===== src/serial_mode_pkg.sv =====
// Package for the serial port mode-control block.
// Assumes a 32-bit APB slave at 10 MHz pclk.
package serial_mode_pkg;

    // ==========================================
    // Register map
    localparam logic [7:0] MODE_OFFSET = 8'h00;
    localparam logic [7:0] IRQ_STATUS_OFFSET = 8'h04;
    localparam logic [7:0] IRQ_MASK_OFFSET = 8'h08;
    localparam logic [31:0] MODE_RESET = 32'h0000_0000;

    // ==========================================
    // Mode register fields
    localparam int SLEEP_RUN_POS = 23;
    localparam int ACTIVE_POS = 22;
    localparam int BAUD_CLOCK_SELECT_LO_POS = 17;
    localparam int RUN_OVF_POS = 16;
    localparam int ENABLE_POS = 15;
    localparam int IDLE_STOP_POS = 13;
    localparam int PIN_USAGE_LO_POS = 8;
    localparam logic [31:0] MODE_WRITE_MASK = 32'h0087_bfff;

    // ==========================================
    // Clock select codes
    localparam logic [1:0] CLK_PB2 = 2'h3;
    localparam logic [1:0] CLK_FRC = 2'h2;
    localparam logic [1:0] CLK_SYS = 2'h1;
    localparam logic [1:0] CLK_PB2_GATED = 2'h0;

    // ==========================================
    // Interrupt status bits
    localparam int IRQ_OVERRUN = 0;
    localparam int IRQ_ACTIVE_FALL = 1;
    localparam int IRQ_BITS = 2;

    typedef struct packed {
        logic sleep;
        logic deep_sleep;
        logic idle;
    } power_t;

    typedef struct packed {
        logic rx_active;
        logic tx_active;
        logic overrun;
    } engine_t;

    typedef struct packed {
        logic baud_clk_en;
        logic [1:0] clk_src;
        logic rx_shift_en;
        logic engine_run;
        logic pin_own;
        logic tx_pin_own;
        logic [1:0] pin_usage;
        logic low_power;
    } ctrl_t;

endpackage


===== src/serial_mode_ctrl.sv =====
// Mode-control block of an asynchronous serial port, APB register slave.
// Assumes engines, baud generator and pin mux outside; inputs synchronous.
`timescale 1ns/1ns
`default_nettype none
module serial_mode_ctrl
    import serial_mode_pkg::*;
(
    input wire logic pclk,
    input wire logic presetn,
    input wire logic psel,
    input wire logic penable,
    input wire logic pwrite,
    input wire logic [7:0] paddr,
    input wire logic [31:0] pwdata,
    output logic [31:0] prdata,
    output logic pready,
    output logic pslverr,
    input wire serial_mode_pkg::power_t power,
    input wire serial_mode_pkg::engine_t engine,
    input wire logic transmit_enable_bit,
    input wire logic pin_remap_logic,
    output serial_mode_pkg::ctrl_t ctrl,
    output logic irq
);
    import serial_mode_pkg::*;

    typedef struct packed {
        logic [31:0] mode;
        logic [IRQ_BITS-1:0] status;
        logic [IRQ_BITS-1:0] mask;
        logic active;
        logic rx_halted;
        logic [31:0] rdata;
        logic ready;
        logic slverr;
        ctrl_t ctrl;
        logic irq;
    } state_t;

    state_t s_q;
    state_t s_d;

    // ==========================================
    // Helpers
    function automatic logic clk_runs_in_sleep(input logic [1:0] sel, input logic run_bit);
        clk_runs_in_sleep = run_bit && (sel == CLK_FRC);
    endfunction

    logic access;
    logic wr;
    logic [1:0] sel;
    logic en;
    logic running;
    logic rx_halt_d;
    always_comb
    begin
        access = psel && penable && !s_q.ready;
        // Write lands on the edge that samples pready high
        wr = psel && penable && pwrite && s_q.ready;
        s_d = s_q;
        s_d.ready = access;
        s_d.slverr = 1'b0;
        s_d.rdata = 32'h0000_0000;
        if (wr)
        begin
            case (paddr)
                MODE_OFFSET: s_d.mode = pwdata & MODE_WRITE_MASK;
                IRQ_STATUS_OFFSET: s_d.status = s_q.status & ~pwdata[IRQ_BITS-1:0];
                IRQ_MASK_OFFSET: s_d.mask = pwdata[IRQ_BITS-1:0];
                default: s_d.slverr = 1'b0;
            endcase
        end
        if (access)
        begin
            case (paddr)
                MODE_OFFSET:
                begin
                    s_d.rdata = s_q.mode & MODE_WRITE_MASK;
                    s_d.rdata[ACTIVE_POS] = s_q.active;
                end
                IRQ_STATUS_OFFSET: s_d.rdata[IRQ_BITS-1:0] = s_q.status;
                IRQ_MASK_OFFSET: s_d.rdata[IRQ_BITS-1:0] = s_q.mask;
                default: s_d.slverr = 1'b1;
            endcase
        end
        sel = s_q.mode[BAUD_CLOCK_SELECT_LO_POS +: 2];
        en = s_q.mode[ENABLE_POS];
        // Engine runs unless disabled, deep sleep, or idle with idle-stop
        running = en && !power.deep_sleep
            && !(power.idle && s_q.mode[IDLE_STOP_POS]);
        s_d.active = running && (engine.rx_active || engine.tx_active);
        // Overrun halts shifter in legacy mode until cleared or disabled
        rx_halt_d = s_q.rx_halted;
        if (!en || !engine.overrun)
            rx_halt_d = 1'b0;
        else if (!s_q.mode[RUN_OVF_POS])
            rx_halt_d = 1'b1;
        s_d.rx_halted = rx_halt_d;
        s_d.ctrl.engine_run = running;
        s_d.ctrl.rx_shift_en = running && (s_q.mode[RUN_OVF_POS] || !rx_halt_d);
        s_d.ctrl.clk_src = sel;
        if (!running)
            s_d.ctrl.baud_clk_en = 1'b0;
        else if (power.sleep)
            s_d.ctrl.baud_clk_en = clk_runs_in_sleep(sel, s_q.mode[SLEEP_RUN_POS]);
        else
            s_d.ctrl.baud_clk_en = 1'b1;
        s_d.ctrl.pin_own = en;
        s_d.ctrl.tx_pin_own = en && transmit_enable_bit;
        // Remap logic supersedes legacy pin usage
        s_d.ctrl.pin_usage = (en && !pin_remap_logic)
            ? s_q.mode[PIN_USAGE_LO_POS +: 2] : 2'h0;
        s_d.ctrl.low_power = !en;
        // Set wins over a same-cycle clear
        if (en && engine.overrun)
            s_d.status[IRQ_OVERRUN] = 1'b1;
        if (s_q.active && !s_d.active)
            s_d.status[IRQ_ACTIVE_FALL] = 1'b1;
        s_d.irq = |(s_d.status & s_d.mask);
    end

    always_ff @(posedge pclk or negedge presetn)
    begin
        if (!presetn)
        begin
            s_q <= '0;
            s_q.mode <= MODE_RESET;
        end
        else
            s_q <= s_d;
    end

    assign prdata = s_q.rdata;
    assign pready = s_q.ready;
    assign pslverr = s_q.slverr;
    assign ctrl = s_q.ctrl;
    assign irq = s_q.irq;

    // ==========================================
    // Checks
    a_deep_sleep_stop: assert property (@(posedge pclk) disable iff (!presetn)
        power.deep_sleep |=> !ctrl.baud_clk_en && !ctrl.engine_run)
        else $error("clock runs in deep sleep");
    a_sleep_clk_gate: assert property (@(posedge pclk) disable iff (!presetn)
        (power.sleep && !power.deep_sleep && running && s_q.mode[SLEEP_RUN_POS]
        && sel == CLK_FRC) |=> ctrl.baud_clk_en)
        else $error("baud clock stopped in sleep");
    a_sleep_no_run: assert property (@(posedge pclk) disable iff (!presetn)
        (power.sleep && !s_q.mode[SLEEP_RUN_POS]) |=> !ctrl.baud_clk_en)
        else $error("baud clock runs in sleep");
    a_active_status: assert property (@(posedge pclk) disable iff (!presetn)
        !en |=> !s_q.active)
        else $error("activity shown while disabled");
    a_clk_select: assert property (@(posedge pclk) disable iff (!presetn)
        1'b1 |=> ctrl.clk_src == $past(sel))
        else $error("clock source mismatch");
    a_overrun_run: assert property (@(posedge pclk) disable iff (!presetn)
        (engine.overrun && running && s_q.mode[RUN_OVF_POS]) |=> ctrl.rx_shift_en)
        else $error("shifter stopped on overrun");
    a_overrun_halt: assert property (@(posedge pclk) disable iff (!presetn)
        (engine.overrun && en && !s_q.mode[RUN_OVF_POS]) |=> !ctrl.rx_shift_en)
        else $error("shifter ran on overrun");
    a_pin_owner: assert property (@(posedge pclk) disable iff (!presetn)
        1'b1 |=> ctrl.pin_own == $past(en) && ctrl.low_power == !$past(en))
        else $error("pin ownership wrong");
    a_idle_halt: assert property (@(posedge pclk) disable iff (!presetn)
        (power.idle && s_q.mode[IDLE_STOP_POS]) |=> !ctrl.engine_run)
        else $error("runs in idle");
    a_remap_wins: assert property (@(posedge pclk) disable iff (!presetn)
        pin_remap_logic |=> ctrl.pin_usage == 2'h0)
        else $error("legacy pin usage not overridden");
    a_reserved_zero: assert property (@(posedge pclk) disable iff (!presetn)
        (pready && paddr == MODE_OFFSET) |-> (prdata & 32'hff38_4000) == 32'h0)
        else $error("reserved bits nonzero");
endmodule
`default_nettype wire


===== config.mk =====
export PLATFORM = sky130hd
export DESIGN_NAME = serial_mode_ctrl
export DESIGN_NICKNAME = d
export VERILOG_FILES = /design/src/serial_mode_pkg.sv /design/src/serial_mode_ctrl.sv
export SDC_FILE = /design/constraint.sdc
export NUM_CORES = 1
export LEC_CHECK = 0
export BUFFER_PORTS_ARGS = -buffer_cell sky130_fd_sc_hd__clkbuf_2
export CAP_MARGIN = 20
export CORE_MARGIN = 2
export CORE_UTILIZATION = 43
export DETAILED_ROUTE_END_ITERATION = 16
export PLACE_DENSITY = 0.75
export RECOVER_POWER = 100
export SLEW_MARGIN = 10
export SYNTH_ARGS = -nofsm -noshare
export SYNTH_HDL_FRONTEND = slang
export SYNTH_SLANG_ARGS = --single-unit

===== constraint.sdc =====
create_clock -name pclk -period 1.5 [get_ports pclk]
set_clock_uncertainty 0.05 [all_clocks]
set_input_delay 0 -clock pclk [delete_from_list [all_inputs] [get_ports pclk]]
set_output_delay 0 -clock pclk [all_outputs]
set_load 0.01 [all_outputs]

Word level (Yosys, flattened, before mapping)
Index checks and enable logic that the tools add are counted.
- flip-flop bits (word level): 70
- input port bits: 53
- output and inout bits: 45
- word-level logic and storage cells: 67
- eq/ne operators: 3
- muxes and demuxes: 15
- bitwise operators: 3
- reductions and logical operators: 29
- operators by type and width (kind ; number):
    two-way mux 24 bit ; 1
    two-way mux 22 bit ; 1
    logical AND 1 bit ; 14
    == test 8 x 3 -> 1 bit, second input constant ; 1
    == test 8 x 4 -> 1 bit, second input constant ; 1
    logical NOT 1 bit ; 8
    logical NOT 8 bit ; 1
    two-way mux 1 bit ; 8
    two-way mux 2 bit ; 3
    case mux 2 bit (3 select lines) ; 1
    bitwise AND 2 bit ; 2
    two-way mux 4 bit ; 1
    logical OR 1 bit ; 3
    OR reduction 3 bit ; 1
    == test 2 bit, second input constant ; 1
    NOT 2 bit ; 1
    AND reduction 2 bit ; 1
    OR reduction 2 bit ; 1

Longest topological paths before layout
Gate-level depths: netlist (run 1).
- depth after elaboration: 9
- gate-level depth with buffers: 5

Worst setup path after synthesis (run 1)
No wires, ideal clock.
- path kind: reg-to-reg
- from: reg s_q (netlist bit pready)
- to: reg s_q[55] (netlist name)
- library setup time: 0.125 ns
- arrival: 1.512 ns
- path slack: -0.187 ns
- stages on the path, launching flop included: 5
- path buffers: 1
- path through: dfrtp_1 > nand4_1 > nor4_4 > buf_6 > mux2_4
- longest elaborated chain between the ends: 2
- ends and longest elaborated chain (what ; RTL line ; source):
    start, declared ; serial_mode_ctrl.sv:40 ; state_t s_q;
    logical AND 1 bit ; serial_mode_ctrl.sv:59 ; wr = psel && penable && pwrite && s_q.ready;
    AND reduction 2 bit (no source line) ; n/a ;
Every way passes these cells.
A chain may end at the register's enable or synchronous reset.

==> results.yml, run 1 <==
power_and_ir_drop:
  seq_power_share_pct: 50.3
  finalPower_mw: 3.08
  clkPwrFrac_pct: 43.2
  p_per_area_nw_per_um2: 970
  cellLeakagePower_nw: 1.59
  swShare_pct: 21.4
  p_int_mw: 2.42
  ir_drop_uv: 475
  p_comb_share_pct: 6.5
  switchingPower_mw: 0.658
placed_design:
  dp_hpwl_um: 2940
  dp.cells: 306
  gp_congestion: 0.726
  io_buffers: 72
  post_dp_cell_area_um2: 2730
  post-place-ws_ps: -54.4
clock_tree:
  cts_tree: "done"
  clock_latency_ps: 320
  path_clk_slew_ps: 60
  cts_sinks: 57
  cts.htree.levels: 3
  cts-root-buf: "clkbuf_8"
  clk_path_buf_depth: 2
  cts_made_buffers: 9
route:
  via_per_inst: 4.44
  drt_wl_total_um: 4450
  routedWlPerCell_um: 12.7
  drc_errors: 0
  drt_iter0_drc: 50
  detail-route-antenna-nets: 0
  drt_pass1_iterations: 5
  dr_total_vias: 1557
floorplanning:
  die_x_um: 79.8
  coreArea_um2: 5540
  dieArea_um2: 6360
  std_cell_rows: 27
  ioPinCount: 98
  initial_core_util_pct: 44.5
  fp.dieH_um: 79.8
synthesis:
  synth_top_family_by_area: "buffers and inverters"
  synthXorXnorAreaFrac_pct: 0
  muxShareOfSynthArea_pct: 11.9
  yosysWarnings: 0
  synthCells: 187
  avgSynthCellArea_um2: 13.2
  netlist_area_um2: 2470
  synthAdderAreaFrac_pct: 0
  yosys_register_bits: 57
  synth_compound_area_share_pct: 2.74
  yosysSeqAreaShare_pct: 57.8
  synth_simple_gate_area_share_pct: 13.2
  netlist-cell-type-count: 31
global_routing:
  first_global_vias: 1530
  grt_start_max_net_pins: 58
  grt_use_total_pct: 15.1
  grt-ovfl-total: 0
  grt_antenna_before_repair: 0
  grt_first_pass_wirelength_um: 7060
setup_path:
  crit_type: "reg -> reg"
  crit_fanout: 4
  endpoint_kind: "register"
  cp.arrival_ps: 1720
  reg2regPathDepth: 4
  startpoint_type: "register"
  worstPathRequired_ps: 1660
run_status:
  outcome: "finished, violations left"
  violations: "setup timing"
cells_and_area:
  fin_area_um2: 3170
  layout-drive-gt1-share_pct: 32.6
  final_cell_mix: "dfrtp_1 (57), clkbuf_2 (40), clkbuf_1 (34)"
  final_common_cell: "dfrtp_1"
  nNetsFinal: 327
  synthToLayoutAreaGrowth_pct: 28.7
  stdcell_count: 351
  fillers: 498
  diodes: 0
hold_path:
  hold_class: "in -> reg"
  holdPathStages: 4
job:
  max_cap_viol_count: 0
sta:
  setup_viol: 5
  post-route-period-util_pct: 104
  finalWorstSetupSlack_ps: -65.4
  whs_ps: 47.9
  post-route-min-period_ps: 1570
  rsz0062_at_grt: "true"
  max_freq_mhz: 639
  slew_violations: 0
  relSlewSlack_pct: 50.8
  worst_pin_slew_ps: 738
  final_hold_viol_count: 0
synth_stat cells:
library cell / count / area (um2)
o2bb2ai_1: 1 / 8.76
nand3_1: 1 / 5.00
o211a_1: 1 / 10.0
a211o_1: 1 / 8.76
and4_1: 1 / 8.76
mux2_4: 10 / 150
nand2_2: 1 / 6.26
clkbuf_1: 3 / 11.3
buf_6: 1 / 11.3
mux2i_1: 2 / 20.0
mux2_2: 11 / 124
nand3b_1: 2 / 15.0
conb_1: 1 / 3.75
a21oi_1: 3 / 15.0
nand2b_1: 1 / 6.26
nor4_2: 1 / 12.5
and3b_1: 1 / 8.76
dfrtp_1: 57 / 1430
nand4_1: 3 / 18.8
nor3b_1: 2 / 15.0
inv_1: 3 / 11.3
nand2_1: 2 / 7.51
o21a_1: 1 / 7.51
a32o_1: 1 / 10.0
buf_4: 42 / 315
nor2_1: 6 / 22.5
and2_1: 21 / 131
nor2b_1: 3 / 18.8
or4_1: 1 / 7.51
nor4_4: 2 / 42.5
a21boi_0: 1 / 7.51
critical path: stages, from the launching register on:
cell and delay (ps):
dfrtp_1 380, and4_1 220, nand4_1 200, mux2_4 360
a32o_1 230
what timing repair did:
item,in CTS,in global routing
endpoints found under the setup margin,10,20
gates resized for setup,4,2
pin swaps,4,2
buffers inserted,1,1
hold endpoints to repair,85,0
cloned,0,0
hold buffers,27,0
worst paths after layout:
path / slack (ps) / start / end
max: -70 / pready / irq
min in group asynchronous: 350 / presetn / ctrl[2]
max in group asynchronous: 580 / presetn / s_q[47]
min: 50 / paddr[6] / s_q[50]
min reg2reg: 370 / s_d[9] / ctrl[8]
max reg2reg: -70 / pready / irq
area by class of cell:
type / instances / area, um2 / share of cell area [%]
sequential: 57 / 1430 / 44.9
multi-input combinational: 92 / 764 / 24.1
timing repair buffer: 111 / 689 / 21.7
clock buffer: 14 / 183 / 5.75
tap: 72 / 90.1 / 2.84
inverter: 3 / 11.3 / 0.355
clock inverter: 2 / 10.0 / 0.315
through the flow:
stage               TNS (ps)  util (%)
finish                  -138      57.3
global placement        -161      49.3
floorplan              -2160         -
CTS                     -122      58.0
global route           -1490      57.3
detailed placement      -538      49.3
per-layer routing:
metal / global-route usage [%] / vias up / routed length, um
met3: 5.66 / 10 / 344
met4: 8.64 / 0 / 112
met5: 0 / - / 0
met2: 23.8 / 64 / 2140
met1: 17.8 / 742 / 1850
li1: - / 741 / -
cell families (layout without fill, tap and decap cells):
family                 count (synthesis)  count (layout)
other                                  1              12
and+or+nand+nor                       48              48
buffers and inverters                 49             130
AOI/OAI and AO/OA                      9               9
DFF                                   57              57
muxes                                 23              23
registers in the layout (all words and copies together) (netlist names):
name     count
ctrl        10
en           1
irq          1
prdata      20
pready       1
pslverr      1
s_d          2
s_q         21
power by group through the flow:
stage / clock (mW) / sequential [mW] / combinational [mW]
after CTS: 1.38 / 1.55 / 0.209
after detailed placement: 0 / 1.58 / 0.152
after global placement: 0 / 1.58 / 0.149
after global routing: 1.47 / 1.55 / 0.223
final: 1.33 / 1.55 / 0.200
after floorplan: 0 / 1.58 / 0.0680
No activity file was read; power rests on OpenSTA's default activity.
==> run 2, diff against run 1 <==
--- a/config.mk
+++ b/config.mk
@@ -7,7 +7,7 @@
 export LEC_CHECK = 0
 export BUFFER_PORTS_ARGS = -buffer_cell sky130_fd_sc_hd__clkbuf_2
 export CAP_MARGIN = 20
-export CORE_MARGIN = 2
+export CORE_MARGIN = 1
 export CORE_UTILIZATION = 43
 export DETAILED_ROUTE_END_ITERATION = 16
 export PLACE_DENSITY = 0.75
==> results.yml, run 2 (synthesized netlist as in run 1, its figures left out) <==
route:
  detail-route-antenna-nets: 0
  drt_pass1_iterations: 2
  dr_total_vias: 1567
  routedWlPerCell_um: 12.4
  drt_iter0_drc: 52
  drc_errors: 0
  drt_wl_total_um: 4340
  via_per_inst: 4.46
setup_path:
  crit_type: "reg -> reg"
  worst_r2r_startpoint: "pready"
  path_cells: "nand4_1 > nor4_4 > buf_12 > mux2_2"
  critical_path.slowest_cell: "dfrtp_1"
  reg2regPathDepth: 4
  r2r_end: "s_q[54]"
  slowest_delay_ps: 360
  cp.arrival_ps: 1670
  crit_fanout: 19
  reg2reg_slack_ps: -20
  worstPathRequired_ps: 1650
  endpoint_kind: "register"
  startpoint_type: "register"
sta:
  finalSetupTns_ps: -111
  whs_ps: 60.9
  worst_pin_slew_ps: 749
  setup_viol: 10
  post-route-period-util_pct: 101
  post-route-min-period_ps: 1520
  max_freq_mhz: 658
  relSlewSlack_pct: 50.0
  final_hold_viol_count: 0
  rsz0062_at_grt: "true"
  finalWorstSetupSlack_ps: -18.8
  slew_violations: 0
cells_and_area:
  final_cell_mix: "dfrtp_1 (57), clkbuf_2 (39), clkbuf_1 (36)"
  multi_input_area_um2: 756
  nNetsFinal: 328
  post-route-util_pct: 57.1
  fillers: 482
  max_flop_register: "s_q"
  largest_reg_flops: 21
  diodes: 0
  final_common_cell: "dfrtp_1"
  layout-drive-gt1-share_pct: 33.0
  fin_area_um2: 3150
  synthToLayoutAreaGrowth_pct: 27.5
  seq_area_um2: 1430
global_routing:
  grt_antenna_before_repair: 0
  first_global_vias: 1612
  grt_first_pass_wirelength_um: 7370
  grt-ovfl-total: 0
  grt_start_max_net_pins: 58
  grt_use_total_pct: 16.2
floorplanning:
  die_x_um: 77.8
  dieArea_um2: 6050
  std_cell_rows: 27
  fp.dieH_um: 77.8
  coreArea_um2: 5510
  initial_core_util_pct: 44.8
  ioPinCount: 98
clock_tree:
  cts_sinks: 57
  cts-root-buf: "clkbuf_8"
  cts_made_buffers: 9
  cts_tree: "done"
  path_clk_slew_ps: 60
  cts.htree.levels: 3
  clk_path_buf_depth: 2
  clock_latency_ps: 320
job:
  max_cap_viol_count: 0
power_and_ir_drop:
  ir_drop_uv: 562
  finalPower_mw: 2.93
  cellLeakagePower_nw: 1.57
  p_per_area_nw_per_um2: 933
run_status:
  outcome: "finished, violations left"
  violations: "setup timing"
placed_design:
  gp_congestion: 0.773
  dp_hpwl_um: 2920
  post_dp_cell_area_um2: 2740
  io_buffers: 72
hold_path:
  hold_class: "in -> reg"
  holdPathStages: 4
  holdPathEnd: "s_q[50]"
  worstHoldStart: "paddr[6]"
## run 2: critical path, delay by kind of cell, from the launching register on
family	cells	cell delay, ps
AND/OR/NAND/NOR	2	420
flip-flops	1	360
multiplexers	1	340
buffers and inverters	1	220
## run 2: worst max path at each step
stage / start / end / slack [ps]
detailed placement: paddr[1] / s_q[52] / -60
CTS: pready / s_q[67] / -10
global route: pready / s_q[54] / -70
floorplan: pready / s_q[55] / -190
finish: pready / s_q[54] / -20
global placement: paddr[1] / s_q[54] / -40
## run 2: repair_timing
action | in CTS | in global routing
endpoints found under the hold margin | 84 | 0
resized for setup | 2 | 4
hold buffers | 27 | 0
buffers inserted | 1 | 1
endpoints found under the setup margin | 10 | 38
pin swaps | 1 | 5
## run 2: where the power goes
group	internal (mW)	switching (mW)	leakage (nW)
clock network	0.630	0.553	0.0822
logic	0.105	0.0991	0.705
registers	1.55	0.00348	0.784
total	2.28	0.655	1.57
## run 2: layout make-up
type	count	share of cell area (%)
Clock inverter	3	0.557
Clock buffer	12	4.61
Multi-Input combinational cell	92	24.0
Inverter	3	0.358
Timing Repair Buffer	112	22.2
Sequential cell	57	45.3
Tap cell	72	2.86
## run 2: stage by stage
| stage | cells | setup slack (ps) |
|---|---|---|
| final | 351 | -18.8 |
| after global routing | 351 | -69.6 |
| after CTS | 350 | -9.56 |
| after detailed placement | 307 | -56.5 |
| after global placement | 307 | -37.3 |
| after floorplan | 198 | -187 |
## run 2: routing by layer
metal / share of wire, % / global-route usage [%] / up-vias
met1: 45 / 19.8 / 744
met5: 0 / 0 / -
met3: 5.3 / 4.82 / 13
li1: - / - / 747
met2: 47 / 25.8 / 63
met4: 2.6 / 8.30 / 0
==> run 3, diff against run 2 <==
--- a/config.mk
+++ b/config.mk
@@ -8,9 +8,9 @@
 export BUFFER_PORTS_ARGS = -buffer_cell sky130_fd_sc_hd__clkbuf_2
 export CAP_MARGIN = 20
 export CORE_MARGIN = 1
-export CORE_UTILIZATION = 43
+export CORE_UTILIZATION = 48
 export DETAILED_ROUTE_END_ITERATION = 16
-export PLACE_DENSITY = 0.75
+export PLACE_DENSITY = 0.79
 export RECOVER_POWER = 100
 export SLEW_MARGIN = 10
 export SYNTH_ARGS = -nofsm -noshare
==> constraint.sdc (replaced) <==
create_clock -name pclk -period 1.71 [get_ports pclk]
set_clock_uncertainty 0.05 [all_clocks]
set_input_delay 0 -clock pclk [delete_from_list [all_inputs] [get_ports pclk]]
set_output_delay 0 -clock pclk [all_outputs]
set_load 0.01 [all_outputs]
==> results.yml, run 3 (synthesized netlist as in run 1, its figures left out) <==
run_status:
  outcome: "finished, violations left"
  violations: "hold timing"
clock_tree:
  path_clk_slew_ps: 60
  cts_tree: "done"
  cts_resized: 0
  post_cts_buffers: 0
  clk_path_buf_depth: 2
  cts-root-buf: "clkbuf_8"
  cts_sinks: 57
  cts_made_buffers: 9
  cts_hold_repair.buffers: 29
  cts.htree.levels: 3
  clock_latency_ps: 330
route:
  drt_pass1_iterations: 4
  dr_total_vias: 1517
  drt_iter0_drc: 40
  drc_errors: 0
  drt_wl_total_um: 4300
  via_per_inst: 4.44
  detail-route-antenna-nets: 0
  routedWlPerCell_um: 12.6
hold_path:
  hold_class: "in -> reg"
cells_and_area:
  max_flop_register: "s_q"
  layout-drive-gt1-share_pct: 27.3
  synthToLayoutAreaGrowth_pct: 24.3
  largest_reg_flops: 21
  final_common_cell: "dfrtp_1"
  diodes: 0
  final_cell_mix: "dfrtp_1 (57), clkbuf_2 (39), clkbuf_1 (34)"
  nNetsFinal: 323
  fin_area_um2: 3070
  post-route-util_pct: 63.3
  stdcell_count: 342
placed_design:
  post_dp_cell_area_um2: 2670
  dp.cells: 297
  dp_hpwl_um: 2790
  io_buffers: 72
  gp_congestion: 0.799
floorplanning:
  die_x_um: 73.7
  initial_core_util_pct: 50.9
  fp.dieH_um: 73.7
  dieArea_um2: 5430
  coreArea_um2: 4850
  ioPinCount: 98
  std_cell_rows: 25
power_and_ir_drop:
  clkPwrFrac_pct: 43.8
  swShare_pct: 21.9
  ir_drop_uv: 480
  cellLeakagePower_nw: 1.56
  p_per_area_nw_per_um2: 885
  p_int_mw: 2.12
  p_comb_share_pct: 6.1
  switchingPower_mw: 0.594
  seq_power_share_pct: 50.0
setup_path:
  crit_fanout: 6
  path_buf_inv: 2
  cpLargestDelayFamily: "buffers and inverters"
  startpoint_type: "register"
  crit_type: "reg -> reg"
  cp.arrival_ps: 1720
  worstPathRequired_ps: 1870
  critical_path.slowest_cell: "dlygate4sd3_1"
  path_cells: "buf_4 > nor2b_1 > and2_0 > dlygate4sd3_1"
  endpoint_kind: "register"
  slowest_delay_ps: 560
global_routing:
  grt_start_max_net_pins: 58
  grt_use_total_pct: 17.8
  grt_first_pass_wirelength_um: 6760
  grt_antenna_before_repair: 0
  first_global_vias: 1549
  grt-ovfl-total: 0
sta:
  slew_violations: 0
  whs_ps: -30.2
  final_hold_viol_count: 2
  worst_pin_slew_ps: 1180
  finalSetupTns_ps: 0
  relSlewSlack_pct: 21.0
  rsz0062_at_grt: "false"
  max_freq_mhz: 642
  setup_viol: 0
  post-route-min-period_ps: 1560
  post-route-period-util_pct: 91.1
job:
  max_cap_viol_count: 0
==> run 3: metrics by stage <==
step	power [mW]	hold WS (ps)	setup slack [ps]
global route	2.82	-0.948	88.8
finish	2.71	-30.2	152
detailed placement	1.51	129	124
floorplan	1.44	-346	23.0
CTS	2.75	7.77	159
global placement	1.50	121	129
==> run 3: cell type report <==
type	instances	area (um2)
multi-input cells	92	701
inverters	3	11.3
repair buffers	107	652
fillers	403	1780
clock buffers	14	183
clock inverters	2	10.0
well taps	67	83.8
flip-flops and latches	57	1430
==> run 3: worst reg2reg max path, cell delays in order, from the launching register on <==
cell           delay (ps)
dfrtp_1               380
buf_4                 160
nor2b_1               140
and2_0                160
dlygate4sd3_1         560
==> run 3: final timing paths <==
check,to,cells after the start,startpoint,slack [ps]
max,ctrl[5],4,en,150
min,pready,3,psel,-30
max reg2reg,ctrl[5],4,en,150
min reg2reg,ctrl[7],0,s_d[8],360
max in group asynchronous,prdata[15],3,presetn,380
min in group asynchronous,s_q[48],3,presetn,490
==> run 3: per-layer routing <==
layer / part of all wire (%) / global-route usage (%)
met5: 0 / 0
met4: 2.4 / 8.97
met1: 42 / 20.3
met3: 6.5 / 7.41
met2: 49 / 28.6
==> run 3: power groups by stage <==
stage,Sequential [mW],Clock (mW),Combinational [mW]
2_1_floorplan,1.38,0,0.0581
3_3_place_gp,1.38,0,0.122
3_5_place_dp,1.38,0,0.124
4_1_cts,1.36,1.22,0.173
5_1_grt,1.36,1.28,0.185
6_report,1.36,1.19,0.166
